`src/verilog/commit_pkg.sv`:
```
// Constants and carrier types for the secure write commit and tamper control block.
// Assumes one 250 MHz clock and an upstream bus decoder that reports commands as one-cycle events.
// What this block does
// RQ1: The write cycle time is counted from the stop that ends a write until the clear-and-program cycle is done.
// RQ2: After any power-up or tamper reset the block refuses operation for a fixed delay once conditions are normal.
// RQ3: The reset sequence returns every security flag, authentication and encryption, to its initial value.
// RQ4: Supply, clock frequency and light sensors are watched all the time and any out-of-limit flag is tamper.
// RQ5: While tamper is seen the block is disabled and runs no command at all.
// RQ6: A user-zone write in authentication or encryption mode is buffered and not programmed before a checksum.
// RQ7: The host sends the checksum command right after the user-zone write.
// RQ8: A matching checksum programs the buffered data into the user zone.
// RQ9: A mismatching checksum discards the buffer and resets the crypto engine.
// RQ10: Any bus activity between the buffered write and the checksum may abort the write, leaving the zone unchanged.
// RQ11: The bus address is not acknowledged while programming or during the post-reset delay.
// RQ12: Tamper disable holds until sensors return to limits, then the full reset sequence runs.
package commit_pkg;

  localparam int          CLK_MHZ        = 250;
  localparam int          PROG_TIME_US   = 5000;
  localparam int          PROG_CYCLES    = PROG_TIME_US * CLK_MHZ;
  localparam int          POR_DELAY_US   = 100;
  localparam int          POR_CYCLES     = POR_DELAY_US * CLK_MHZ;
  localparam int          ADDR_W         = 8;
  localparam int          DATA_W         = 8;
  localparam int          CSUM_W         = 16;
  localparam logic [1:0]  SEC_RESET      = 2'h0;

  typedef struct packed {
    logic supply_bad;
    logic clock_bad;
    logic light_bad;
  } sensor_t;

  typedef struct packed {
    logic              valid;
    logic [ADDR_W-1:0] addr;
    logic [DATA_W-1:0] data;
  } wr_req_t;

  typedef struct packed {
    logic auth;
    logic encr;
  } sec_flags_t;

endpackage : commit_pkg

```
`src/verilog/secure_write_commit_tamper.sv`:
```
// Commit, reset-delay and tamper control of the secure EEPROM core.
// Assumes a two_wire_serial_bus front end that decodes commands into one-cycle events and an array with a start pulse.
`timescale 1ns/100ps
module secure_write_commit_tamper
  import commit_pkg::*;
#(
  parameter int PROG_CNT = commit_pkg::PROG_CYCLES,
  parameter int POR_CNT  = commit_pkg::POR_CYCLES
) (
  // Clock and reset
  input  wire logic                        sys_clk_i,
  input  wire logic                        nrst_i,
  // Sensors
  input  wire commit_pkg::sensor_t         sensor_i,
  // Bus front end events
  input  wire logic                        addr_match_i,
  input  wire logic                        stop_i,
  input  wire logic                        bus_activity_i,
  input  wire commit_pkg::wr_req_t         wr_i,
  input  wire logic                        csum_valid_i,
  input  wire logic [commit_pkg::CSUM_W-1:0] csum_i,
  input  wire logic                        cmd_valid_i,
  // Crypto engine
  input  wire logic [commit_pkg::CSUM_W-1:0] engine_csum_i,
  input  wire logic                        auth_set_i,
  input  wire logic                        encr_set_i,
  output logic                             engine_reset_o,
  // Array
  output logic                             prog_start_o,
  output commit_pkg::wr_req_t              prog_o,
  // Status
  output logic                             addr_ack_o,
  output logic                             cmd_exec_o,
  output logic                             tamper_o,
  output commit_pkg::sec_flags_t           sec_flags_o,
  output logic                             pending_o
);
  import commit_pkg::*;

  typedef enum {S_TAMPER, S_DELAY, S_IDLE, S_HOLD, S_WAIT_STOP, S_PROG} state_t;

  state_t     state_q, state_d;
  wr_req_t    buf_q, buf_d;
  sec_flags_t flags_q, flags_d;
  logic       prog_start_q, prog_start_d;
  logic       eng_rst_q, eng_rst_d;
  logic       timer_load;
  logic [23:0] timer_cnt;
  logic       timer_busy;
  logic       tamper;
  logic       secure;

  assign tamper = sensor_i.supply_bad | sensor_i.clock_bad | sensor_i.light_bad; // RQ4
  assign secure = flags_q.auth | flags_q.encr;

  ready_timer #(.CNT_W(24)) u_timer (
    .sys_clk_i (sys_clk_i),
    .nrst_i    (nrst_i),
    .load_i    (timer_load),
    .count_i   (timer_cnt),
    .busy_o    (timer_busy)
  );

  always_comb
  begin
    state_d      = state_q;
    buf_d        = buf_q;
    flags_d      = flags_q;
    prog_start_d = 1'b0;
    eng_rst_d    = 1'b0;
    timer_load   = 1'b0;
    timer_cnt    = 24'(POR_CNT);
    if (tamper)
    begin
      state_d      = S_TAMPER; // RQ5
      buf_d        = '0;
      flags_d      = sec_flags_t'(SEC_RESET); // RQ3
    end
    else
    begin
      case (state_q)
        S_TAMPER:
        begin
          state_d    = S_DELAY; // RQ12
          timer_load = 1'b1; // RQ2
          flags_d    = sec_flags_t'(SEC_RESET); // RQ3
          eng_rst_d  = 1'b1;
        end
        S_DELAY:
        begin
          if (!timer_busy)
          begin
            state_d = S_IDLE;
          end
        end
        S_IDLE:
        begin
          if (auth_set_i)
          begin
            flags_d.auth = 1'b1;
          end
          if (encr_set_i)
          begin
            flags_d.encr = 1'b1;
          end
          if (wr_i.valid)
          begin
            buf_d   = wr_i;
            state_d = secure ? S_HOLD : S_WAIT_STOP; // RQ6
          end
        end
        S_HOLD:
        begin
          if (csum_valid_i)
          begin
            if (csum_i == engine_csum_i)
            begin
              state_d = S_WAIT_STOP; // RQ8
            end
            else
            begin
              buf_d     = '0; // RQ9
              eng_rst_d = 1'b1;
              state_d   = S_IDLE;
            end
          end
          else if (bus_activity_i)
          begin
            buf_d   = '0; // RQ10
            state_d = S_IDLE;
          end
        end
        S_WAIT_STOP:
        begin
          if (stop_i)
          begin
            prog_start_d = 1'b1;
            timer_load   = 1'b1; // RQ1
            timer_cnt    = 24'(PROG_CNT);
            state_d      = S_PROG;
          end
        end
        S_PROG:
        begin
          if (!timer_busy && !prog_start_q)
          begin
            buf_d   = '0;
            state_d = S_IDLE;
          end
        end
        default:
        begin
          state_d = S_TAMPER;
        end
      endcase
    end
  end

  always_ff @(posedge sys_clk_i or negedge nrst_i)
  begin
    if (!nrst_i)
    begin
      state_q      <= S_TAMPER;
      buf_q        <= '0;
      flags_q      <= sec_flags_t'(SEC_RESET);
      prog_start_q <= 1'b0;
      eng_rst_q    <= 1'b0;
    end
    else
    begin
      state_q      <= state_d;
      buf_q        <= buf_d;
      flags_q      <= flags_d;
      prog_start_q <= prog_start_d;
      eng_rst_q    <= eng_rst_d;
    end
  end

  assign addr_ack_o     = addr_match_i && (state_q inside {S_IDLE, S_HOLD, S_WAIT_STOP}) && !tamper; // RQ11
  assign cmd_exec_o     = cmd_valid_i && (state_q == S_IDLE) && !tamper; // RQ5
  assign tamper_o       = (state_q == S_TAMPER);
  assign prog_start_o   = prog_start_q;
  assign prog_o         = buf_q;
  assign engine_reset_o = eng_rst_q;
  assign sec_flags_o    = flags_q;
  assign pending_o      = (state_q == S_HOLD);

  tamper_blocks_a: assert property (@(posedge sys_clk_i) disable iff (!nrst_i)
    tamper |-> (!addr_ack_o && !cmd_exec_o) ##1 (state_q == S_TAMPER)) // RQ5
    else $error("command path open during tamper");
  flags_cleared_a: assert property (@(posedge sys_clk_i) disable iff (!nrst_i)
    (state_q == S_TAMPER) && !tamper |=> (flags_q == sec_flags_t'(SEC_RESET)) && (state_q == S_DELAY)) // RQ3
    else $error("flags not cleared by reset sequence");
  delay_nak_a: assert property (@(posedge sys_clk_i) disable iff (!nrst_i)
    (state_q == S_DELAY) |-> !addr_ack_o) // RQ11
    else $error("address acked during reset delay");
  hold_no_prog_a: assert property (@(posedge sys_clk_i) disable iff (!nrst_i)
    (state_q == S_HOLD) |=> !prog_start_o) // RQ6
    else $error("program started before checksum");
  bad_csum_a: assert property (@(posedge sys_clk_i) disable iff (!nrst_i)
    (state_q == S_HOLD) && csum_valid_i && (csum_i != engine_csum_i) && !tamper
      |=> engine_reset_o && (state_q == S_IDLE) && !buf_q.valid) // RQ9
    else $error("mismatch did not discard");
  good_csum_a: assert property (@(posedge sys_clk_i) disable iff (!nrst_i)
    (state_q == S_HOLD) && csum_valid_i && (csum_i == engine_csum_i) && !tamper
      |=> (state_q == S_WAIT_STOP) && buf_q.valid) // RQ8
    else $error("match did not keep buffer");
  activity_abort_a: assert property (@(posedge sys_clk_i) disable iff (!nrst_i)
    (state_q == S_HOLD) && bus_activity_i && !csum_valid_i && !tamper
      |=> (state_q == S_IDLE) ##1 !prog_start_o) // RQ10
    else $error("pending write not abandoned");
  prog_from_stop_a: assert property (@(posedge sys_clk_i) disable iff (!nrst_i)
    (state_q == S_WAIT_STOP) && stop_i && !tamper |=> prog_start_o && timer_busy) // RQ1
    else $error("program cycle not started at stop");
  prog_nak_a: assert property (@(posedge sys_clk_i) disable iff (!nrst_i)
    (state_q == S_PROG) |-> !addr_ack_o) // RQ11
    else $error("address acked while programming");
  sensor_tamper_a: assert property (@(posedge sys_clk_i) disable iff (!nrst_i)
    sensor_i.light_bad |=> tamper_o) // RQ4
    else $error("light sensor not treated as tamper");
  release_delay_a: assert property (@(posedge sys_clk_i) disable iff (!nrst_i)
    $fell(tamper_o) |-> (state_q == S_DELAY) && timer_busy) // RQ2
    else $error("no delay after tamper release");
  no_skip_delay_a: assert property (@(posedge sys_clk_i) disable iff (!nrst_i)
    (state_q == S_IDLE) |-> $past(state_q) != S_TAMPER) // RQ12
    else $error("reset sequence skipped");
endmodule : secure_write_commit_tamper

```
`src/verilog/ready_timer.sv`:
```
// Down counter that reports busy while a loaded count runs out.
// Assumes the loading logic holds load high for one cycle.
`timescale 1ns/100ps
module ready_timer #(
  parameter int CNT_W = 24
) (
  // Clock and reset
  input  wire logic             sys_clk_i,
  input  wire logic             nrst_i,
  // Control
  input  wire logic             load_i,
  input  wire logic [CNT_W-1:0] count_i,
  // Status
  output logic                  busy_o
);
  logic [CNT_W-1:0] cnt_q;
  logic [CNT_W-1:0] cnt_d;

  always_comb
  begin
    cnt_d = cnt_q;
    if (load_i)
    begin
      cnt_d = count_i;
    end
    else if (cnt_q != '0)
    begin
      cnt_d = cnt_q - CNT_W'(1);
    end
  end

  always_ff @(posedge sys_clk_i or negedge nrst_i)
  begin
    if (!nrst_i)
    begin
      cnt_q <= '0;
    end
    else
    begin
      cnt_q <= cnt_d;
    end
  end

  assign busy_o = (cnt_q != '0);

  busy_tracks_a: assert property (@(posedge sys_clk_i) disable iff (!nrst_i)
    load_i && (count_i > CNT_W'(1)) |=> busy_o)
    else $error("timer not busy after load");
endmodule : ready_timer

```
`config.mk`:
```
export PLATFORM = sky130hd
export DESIGN_NAME = secure_write_commit_tamper
export DESIGN_NICKNAME = d
export VERILOG_FILES = /design/src/verilog/commit_pkg.sv /design/src/verilog/secure_write_commit_tamper.sv /design/src/verilog/ready_timer.sv
export SDC_FILE = /design/constraint.sdc
export NUM_CORES = 1
export LEC_CHECK = 0
export ABC_AREA = 1
export BUFFER_PORTS_ARGS = -buffer_cell sky130_fd_sc_hd__buf_2
export CAP_MARGIN = 20
export CORE_MARGIN = 1
export CORE_UTILIZATION = 53
export CTS_CLUSTER_DIAMETER = 200
export DETAILED_ROUTE_END_ITERATION = 6
export GPL_TIMING_DRIVEN = 0
export PLACE_DENSITY = 0.79
export SYNTH_ARGS = -nofsm -noshare
export SYNTH_HDL_FRONTEND = slang
export SYNTH_SLANG_ARGS = --single-unit
```
`constraint.sdc`:
```
create_clock -name sys_clk_i -period 2.4 [get_ports sys_clk_i]
set_clock_uncertainty 0.2 [all_clocks]
set_input_delay 0.12 -clock sys_clk_i [delete_from_list [all_inputs] [get_ports sys_clk_i]]
set_output_delay 0.12 -clock sys_clk_i [all_outputs]
set_load 0.02 [all_outputs]
```
After elaboration in Yosys (flattened, before gate mapping)
Index checks and enable logic that the tools add are counted.
{ "classes": {"add_sub_neg": 1, "muxes": 35, "eq_ne": 16, "n_bitwise": 3, "n_reduce_logical": 19} }
{ "op_table": {"columns": ["operator", "count"], "rows": [
  ["2-to-1 mux 32 bit", 7],
  ["case mux 32 bit (6 select lines)", 1],
  ["equality test 32 x 3 -> 1 bit, second input constant", 4],
  ["2-to-1 mux 17 bit", 6],
  ["equality test 32 x 2 -> 1 bit, second input constant", 2],
  ["logical NOT 32 bit", 2],
  ["2-to-1 mux 21 bit", 3],
  ["case mux 17 bit (3 select lines)", 1],
  ["2-to-1 mux 24 bit", 2],
  ["equality test 32 x 1 -> 1 bit, second input constant", 1],
  ["nonzero test 24 bit", 1],
  ["subtractor 24 x 1 -> 24 bit, second input constant", 1],
  ["inequality test 3 bit, second input constant", 6],
  ["equality test 16 bit", 1],
  ["AND reduction 5 bit", 2],
  ["2-to-1 mux 1 bit", 9],
  ["inequality test 4 bit, second input constant", 2],
  ["2-to-1 mux 3 bit", 2],
  ["nonzero test 3 bit", 2],
  ["logical AND 1 bit", 5],
  ["case mux 1 bit (2 select lines)", 2],
  ["case mux 2 bit (2 select lines)", 1],
  ["AND reduction 2 bit", 2],
  ["nonzero test 4 bit", 1],
  ["other kinds (4)", 8]
]} }
{ "totals": {"in_bits": 61, "out_inout_bits": 25, "word_cells": 83, "reg_bits": 77} }

Longest topological paths before layout
{ "depth": {"word_depth": 6, "mapped_depth": 13} }

Hierarchy
Synthesis repeated with hierarchy kept, for this count alone.
{ "unflattened": {"cells_unflattened": 507, "hier_area_um2": 3316.9} }
{ "modules_own_cells": {"columns": ["module", "area_each_um2", "cells_per_inst", "n_inst", "seq_area_each_um2"], "rows": [
  ["secure_write_commit_tamper", 1682.9, 258, 1, 600.6],
  ["ready_timer", 1634.1, 249, 1, 600.6]
]} }

Worst setup path before layout
OpenSTA, ideal clock, no wires.
{ "synth_path": {"path_kind": "register to register", "startpoint": "register u_timer.cnt_q[0]", "endpoint": "register buf_q (netlist bit prog_o[10])", "setup_slack_ns": 0.525, "stages_incl_launch_ff": 13, "t_arrival_ns": 1.558, "setup_ns": 0.117, "n_path_buf": 1, "cell_sequence": "dfrtp_1 > inv_1 > ha_1 > inv_1 > nor2_1 > nand2_1 > nor2_4 > nand4_4 > nand2_4 > nand4_4 > buf_4 > nand2_1 > nand2_1"} }
{ "synth_between": {"elab_chain_cells": 5} }
{ "synth_rtl": {"columns": ["item", "line", "text"], "rows": [
  ["from (decl)", "ready_timer.sv:16", "logic [CNT_W-1:0] cnt_q;"],
  ["from (signal assigned)", "ready_timer.sv:40", "cnt_q <= cnt_d;"],
  ["nonzero test 24 bit", "ready_timer.sv:44", "assign busy_o = (cnt_q != '0);"],
  ["logical NOT 1 bit", "secure_write_commit_tamper.sv:145", "if (!timer_busy && !prog_start_q)"],
  ["logical AND 1 bit", "secure_write_commit_tamper.sv:145", null],
  ["inequality test 3 bit (no line)", null, null],
  ["AND reduction 5 bit (no line)", null, null],
  ["to (signal assigned)", "secure_write_commit_tamper.sv:172", "buf_q <= buf_d;"],
  ["to (decl)", "secure_write_commit_tamper.sv:43", "wr_req_t buf_q, buf_d;"]
]} }
Every way passes these cells.
A chain may end at the register's enable or synchronous reset.

Final worst setup path
{ "layout_path": {"startpoint": "register u_timer.cnt_q[0]", "endpoint": "register u_timer.cnt_q[11]"} }
{ "layout_between": {"elab_chain_cells": 3, "elab_cells_between_ends": 5} }
{ "layout_rtl": {"columns": ["item", "line", "text"], "rows": [
  ["subtractor 24 x 1 -> 24 bit", "ready_timer.sv:28", "cnt_d = cnt_q - CNT_W'(1);"],
  ["2-to-1 mux 24 bit", "ready_timer.sv:26", "else if (cnt_q != '0)"],
  ["2-to-1 mux 24 bit", "ready_timer.sv:22", "if (load_i)"]
]} }
Parallel ways exist; a longest one is shown, timed or not. The select of a mux whose other input is x is not followed.

==> results list <==
- EDFF count, synth: 0
* Required time of the critical path: 2390 ps
- STA classifies the critical path startpoint as a flop.
- Switching pwr: 872 uW
- The largest total area in the synthesized netlist belongs to sky130_fd_sc_hd__dfrtp_1.
* Final routed wire length divided by cell count: 12.8 um
* Drc violations: 0
* Clock-pin slew on the worst setup and hold paths: roughly 100 ps
* I/O pins: 86
- The worst register-to-register path ends at u_timer.cnt_q[11].
- Setup violations remaining at the end of the flow were counted as 0.
- Int Power: 1530 uW
- For this configuration, the core starts out at a cell density of 0.549.
- In the global route stage, overall resource usage came out at 0.286.
* Element type at the critical path end: flop
- Global routing finished with a remaining overflow of 0.
* CP arrival: 2300 ps
* Clock Power Share: 0.256
- The Yosys step of the flow raised 0 warnings.
- Of all flip-flops after synthesis, the portion carrying an async set or reset was 1.00.
* Cts bufs inserted: 5
- After synthesis, the netlist uses 33 different library cells.
- In this run the deepest clock path goes through 2 buffers.
* Fraction of final layout cells sized beyond drive strength 1: 0.266
- At the pin with the least slew margin, the transition time is 580 ps.
- Of all nets on the critical path, the largest fanout is 6.
* Per-instance average area after synthesis: 7.14 um^2
* Final WL: 8350 um
* Worst-case reg-to-reg path depth: 11
- Final cycle utilization of the critical path: 0.962
- The final max-slew violation count is 0.
- Entering global routing, the biggest net connects 49 pins.
- By count the netlist is led by sky130_fd_sc_hd__nand2_1 (125), sky130_fd_sc_hd__nor2_1 (66), sky130_fd_sc_hd__inv_1 (54).
* Detailed-placement wirelength estimate: 6000 um
- Final worst path period need: 2310 ps
- R2R Path Start: u_timer.cnt_q[0]
- Final estimated routing congestion in global placement: 0.898
* Worst vdd rail ir drop: 0.368 mV
* Number of antenna cells inserted: 0
- The final-report hold violation count is 0.
* Fmax: 0.433 GHz
* Dominant register cell in the synthesized netlist: sky130_fd_sc_hd__dfrtp_1
- The share of total power dissipated in combinational logic is 0.320.
* Static Leak: 0.00230 uW
* Reg2Reg Setup Slack: approximately 90 ps
- Clock latency reported for the late side of the worst-skew pair: 310 ps
* PnR worst setup slack: 90.1 ps
* Placement-stage worst setup slack: 87.7 ps
- The pre-antenna-repair detailed-routing pass consisted of 5 iterations.
- Post-synthesis sequential area ratio: 0.370
* Most repeated cell in the gate-level netlist after synthesis: sky130_fd_sc_hd__nand2_1
* Status: completed
* Net switching share of the total power: 0.364
- The number of antenna violations at the first check in global routing was 0.
- Summing over every cut layer, the via total after detailed routing is 3,365.
- Post-synthesis register bit count: 48
* Port buffer count: 85
* Total power density per cell area: 576 mW/mm^2
- Hold timing on the final database bottoms out at a slack of around 4.8 ps.
* Area added between synthesis and finish: 28.0%
* Number of antenna-violating nets in the routed design: 0
* Total number of nets in the final design: 637
- Clock tree from TritonCTS: done
* Net count of the mapped netlist: ~520
* Number of DRC markers after the initial detailed-route iteration: 267
- Using the TritonRoute via totals, the vias-per-cell ratio works out to just over 5.
- Power comes to 2400 uW.
* Kind of critical path: flop to flop
- Floorplan row count: 28
* Number of global-route vias before repair: 3,320
* First-pass GRT wire length: 14,300 um
* Area fraction of the dominant cell type after synthesis: 0.370
* Relative slew slack: 0.610
- Clock tree root driver cell: sky130_fd_sc_hd__clkbuf_8
- In this run the number of H-tree levels came out at 2.
- The path class of the tightest hold or removal check is primary input to asynchronous set/reset pin.
- Max Cap Viol: 0
- Area of the core region: 0.00592 mm^2
* Die outline width: approximately 80 um
- Vertical die dimension: 80.3 um
- Largest cells by area after synthesis: sky130_fd_sc_hd__dfrtp_1 (37%), sky130_fd_sc_hd__nand2_1 (14%), sky130_fd_sc_hd__nor2_1 (7.6%), sky130_fd_sc_hd__inv_1 (6.2%), sky130_fd_sc_hd__nor3b_1 (3.7%)
- After synthesis the cells add up to 0.00325 mm^2.
- Gate count after technology mapping: 455
- For this design, the sink count on the clock tree is 48.
* Total negative slack for setup checks: 0 ps
- Total die area: around 0.0064 mm^2
- Part of the power in registers: 0.424
==> area by class of cell <==
cell class	count	area, um^2
plain buffers	7	62.6
fillers	466	1760
well taps	75	93.8
clock buffers	5	68.8
repair buffers	112	696
flip-flops and latches	48	1200
clock inverters	3	46.3
multi-input cells	341	1770
inverters	59	221
==> state kept, by name (all words and copies together), names as in the netlist <==
register,cells
u_timer.cnt_q,24
engine_reset_o,1
state_q,3
sec_flags_o,2
prog_start_o,1
prog_o,17
==> worst max-delay path, stage by stage (launching register included) <==
cell and delay [ps]:
sky130_fd_sc_hd__dfrtp_1 440, sky130_fd_sc_hd__inv_2 100, sky130_fd_sc_hd__ha_1 150, sky130_fd_sc_hd__inv_1 60, sky130_fd_sc_hd__nor2_1 80, sky130_fd_sc_hd__nand2_1 90
sky130_fd_sc_hd__nor2_4 170, sky130_fd_sc_hd__nand4_1 300, sky130_fd_sc_hd__inv_2 220, sky130_fd_sc_hd__nor2_1 90, sky130_fd_sc_hd__o21ai_0 220, sky130_fd_sc_hd__a21oi_1 90
==> layer usage <==
layer	vias up	routed length, um	global-route usage
met1	1565	3450	0.343
met4	0	163	0.0929
met3	19	435	0.0477
li1	1663	-	-
met5	-	0	0
met2	118	4300	0.518
==> kinds of logic after synthesis <==
group | count (synthesis) | synth area share
compound gates | 39 | 0.0628
xor+xnor | 14 | 0.0378
fa+ha+maj | 2 | 0.00770
buf+inv | 66 | 0.0874
flops | 48 | 0.370
simple gates | 286 | 0.435
==> timing repair <==
action / CTS / global route
setup buffers: 0 / 4
endpoints found under the hold margin: 69 / 0
resized for setup: 0 / 2
setup endpoints to repair: 0 / 5
hold buffers: 22 / 0
==> cell usage in the layout, fill, tap and decap left out, types with 4 or more instances in the layout <==
cell type / instances
sky130_fd_sc_hd__nor3_1: 8
sky130_fd_sc_hd__a21oi_1: 20
sky130_fd_sc_hd__nor3b_1: 16
sky130_fd_sc_hd__dfrtp_1: 48
sky130_fd_sc_hd__nor2_1: 66
sky130_fd_sc_hd__o21ai_0: 15
sky130_fd_sc_hd__nor2_4: 6
sky130_fd_sc_hd__clkbuf_8: 5
sky130_fd_sc_hd__dlygate4sd3_1: 22
sky130_fd_sc_hd__inv_1: 53
sky130_fd_sc_hd__nand3_1: 20
sky130_fd_sc_hd__nor4_1: 4
sky130_fd_sc_hd__nor2_2: 8
sky130_fd_sc_hd__inv_2: 6
sky130_fd_sc_hd__xor2_1: 11
sky130_fd_sc_hd__nand2_1: 125
sky130_fd_sc_hd__buf_2: 88
sky130_fd_sc_hd__nand2_2: 18
sky130_fd_sc_hd__nand4_1: 4
sky130_fd_sc_hd__buf_4: 5
==> power groups by stage <==
stage / sequential (uW) / clock (uW) / combinational (uW)
floorplan: 1020 / 0 / 533
global placement: 1030 / 0 / 702
detailed placement: 1030 / 0 / 721
CTS: 1010 / 618 / 754
global route: 1030 / 655 / 871
finish: 1020 / 613 / 767
==> how the worst max path moves through the flow <==
stage | startpoint | endpoint | slack, ps | cells past startpoint
3_3_place_gp | u_timer.cnt_q[0] | u_timer.cnt_q[11] | 150 | 11
2_1_floorplan | u_timer.cnt_q[0] | prog_o[10] | 520 | 12
5_1_grt | u_timer.cnt_q[0] | u_timer.cnt_q[11] | -80 | 11
3_5_place_dp | u_timer.cnt_q[0] | u_timer.cnt_q[11] | 90 | 11
4_1_cts | u_timer.cnt_q[0] | u_timer.cnt_q[11] | 70 | 11
6_report | u_timer.cnt_q[0] | u_timer.cnt_q[11] | 90 | 11
==> per-stage QoR <==
stage | instances | utilization | area [um^2]
after global placement | 615 | 0.636 | 3770
after global routing | 650 | 0.702 | 4160
after CTS | 645 | 0.693 | 4100
after floorplan | 455 | - | 3250
final | 650 | 0.702 | 4160
after detailed placement | 615 | 0.636 | 3770
No activity file was read; power rests on OpenSTA's default activity.
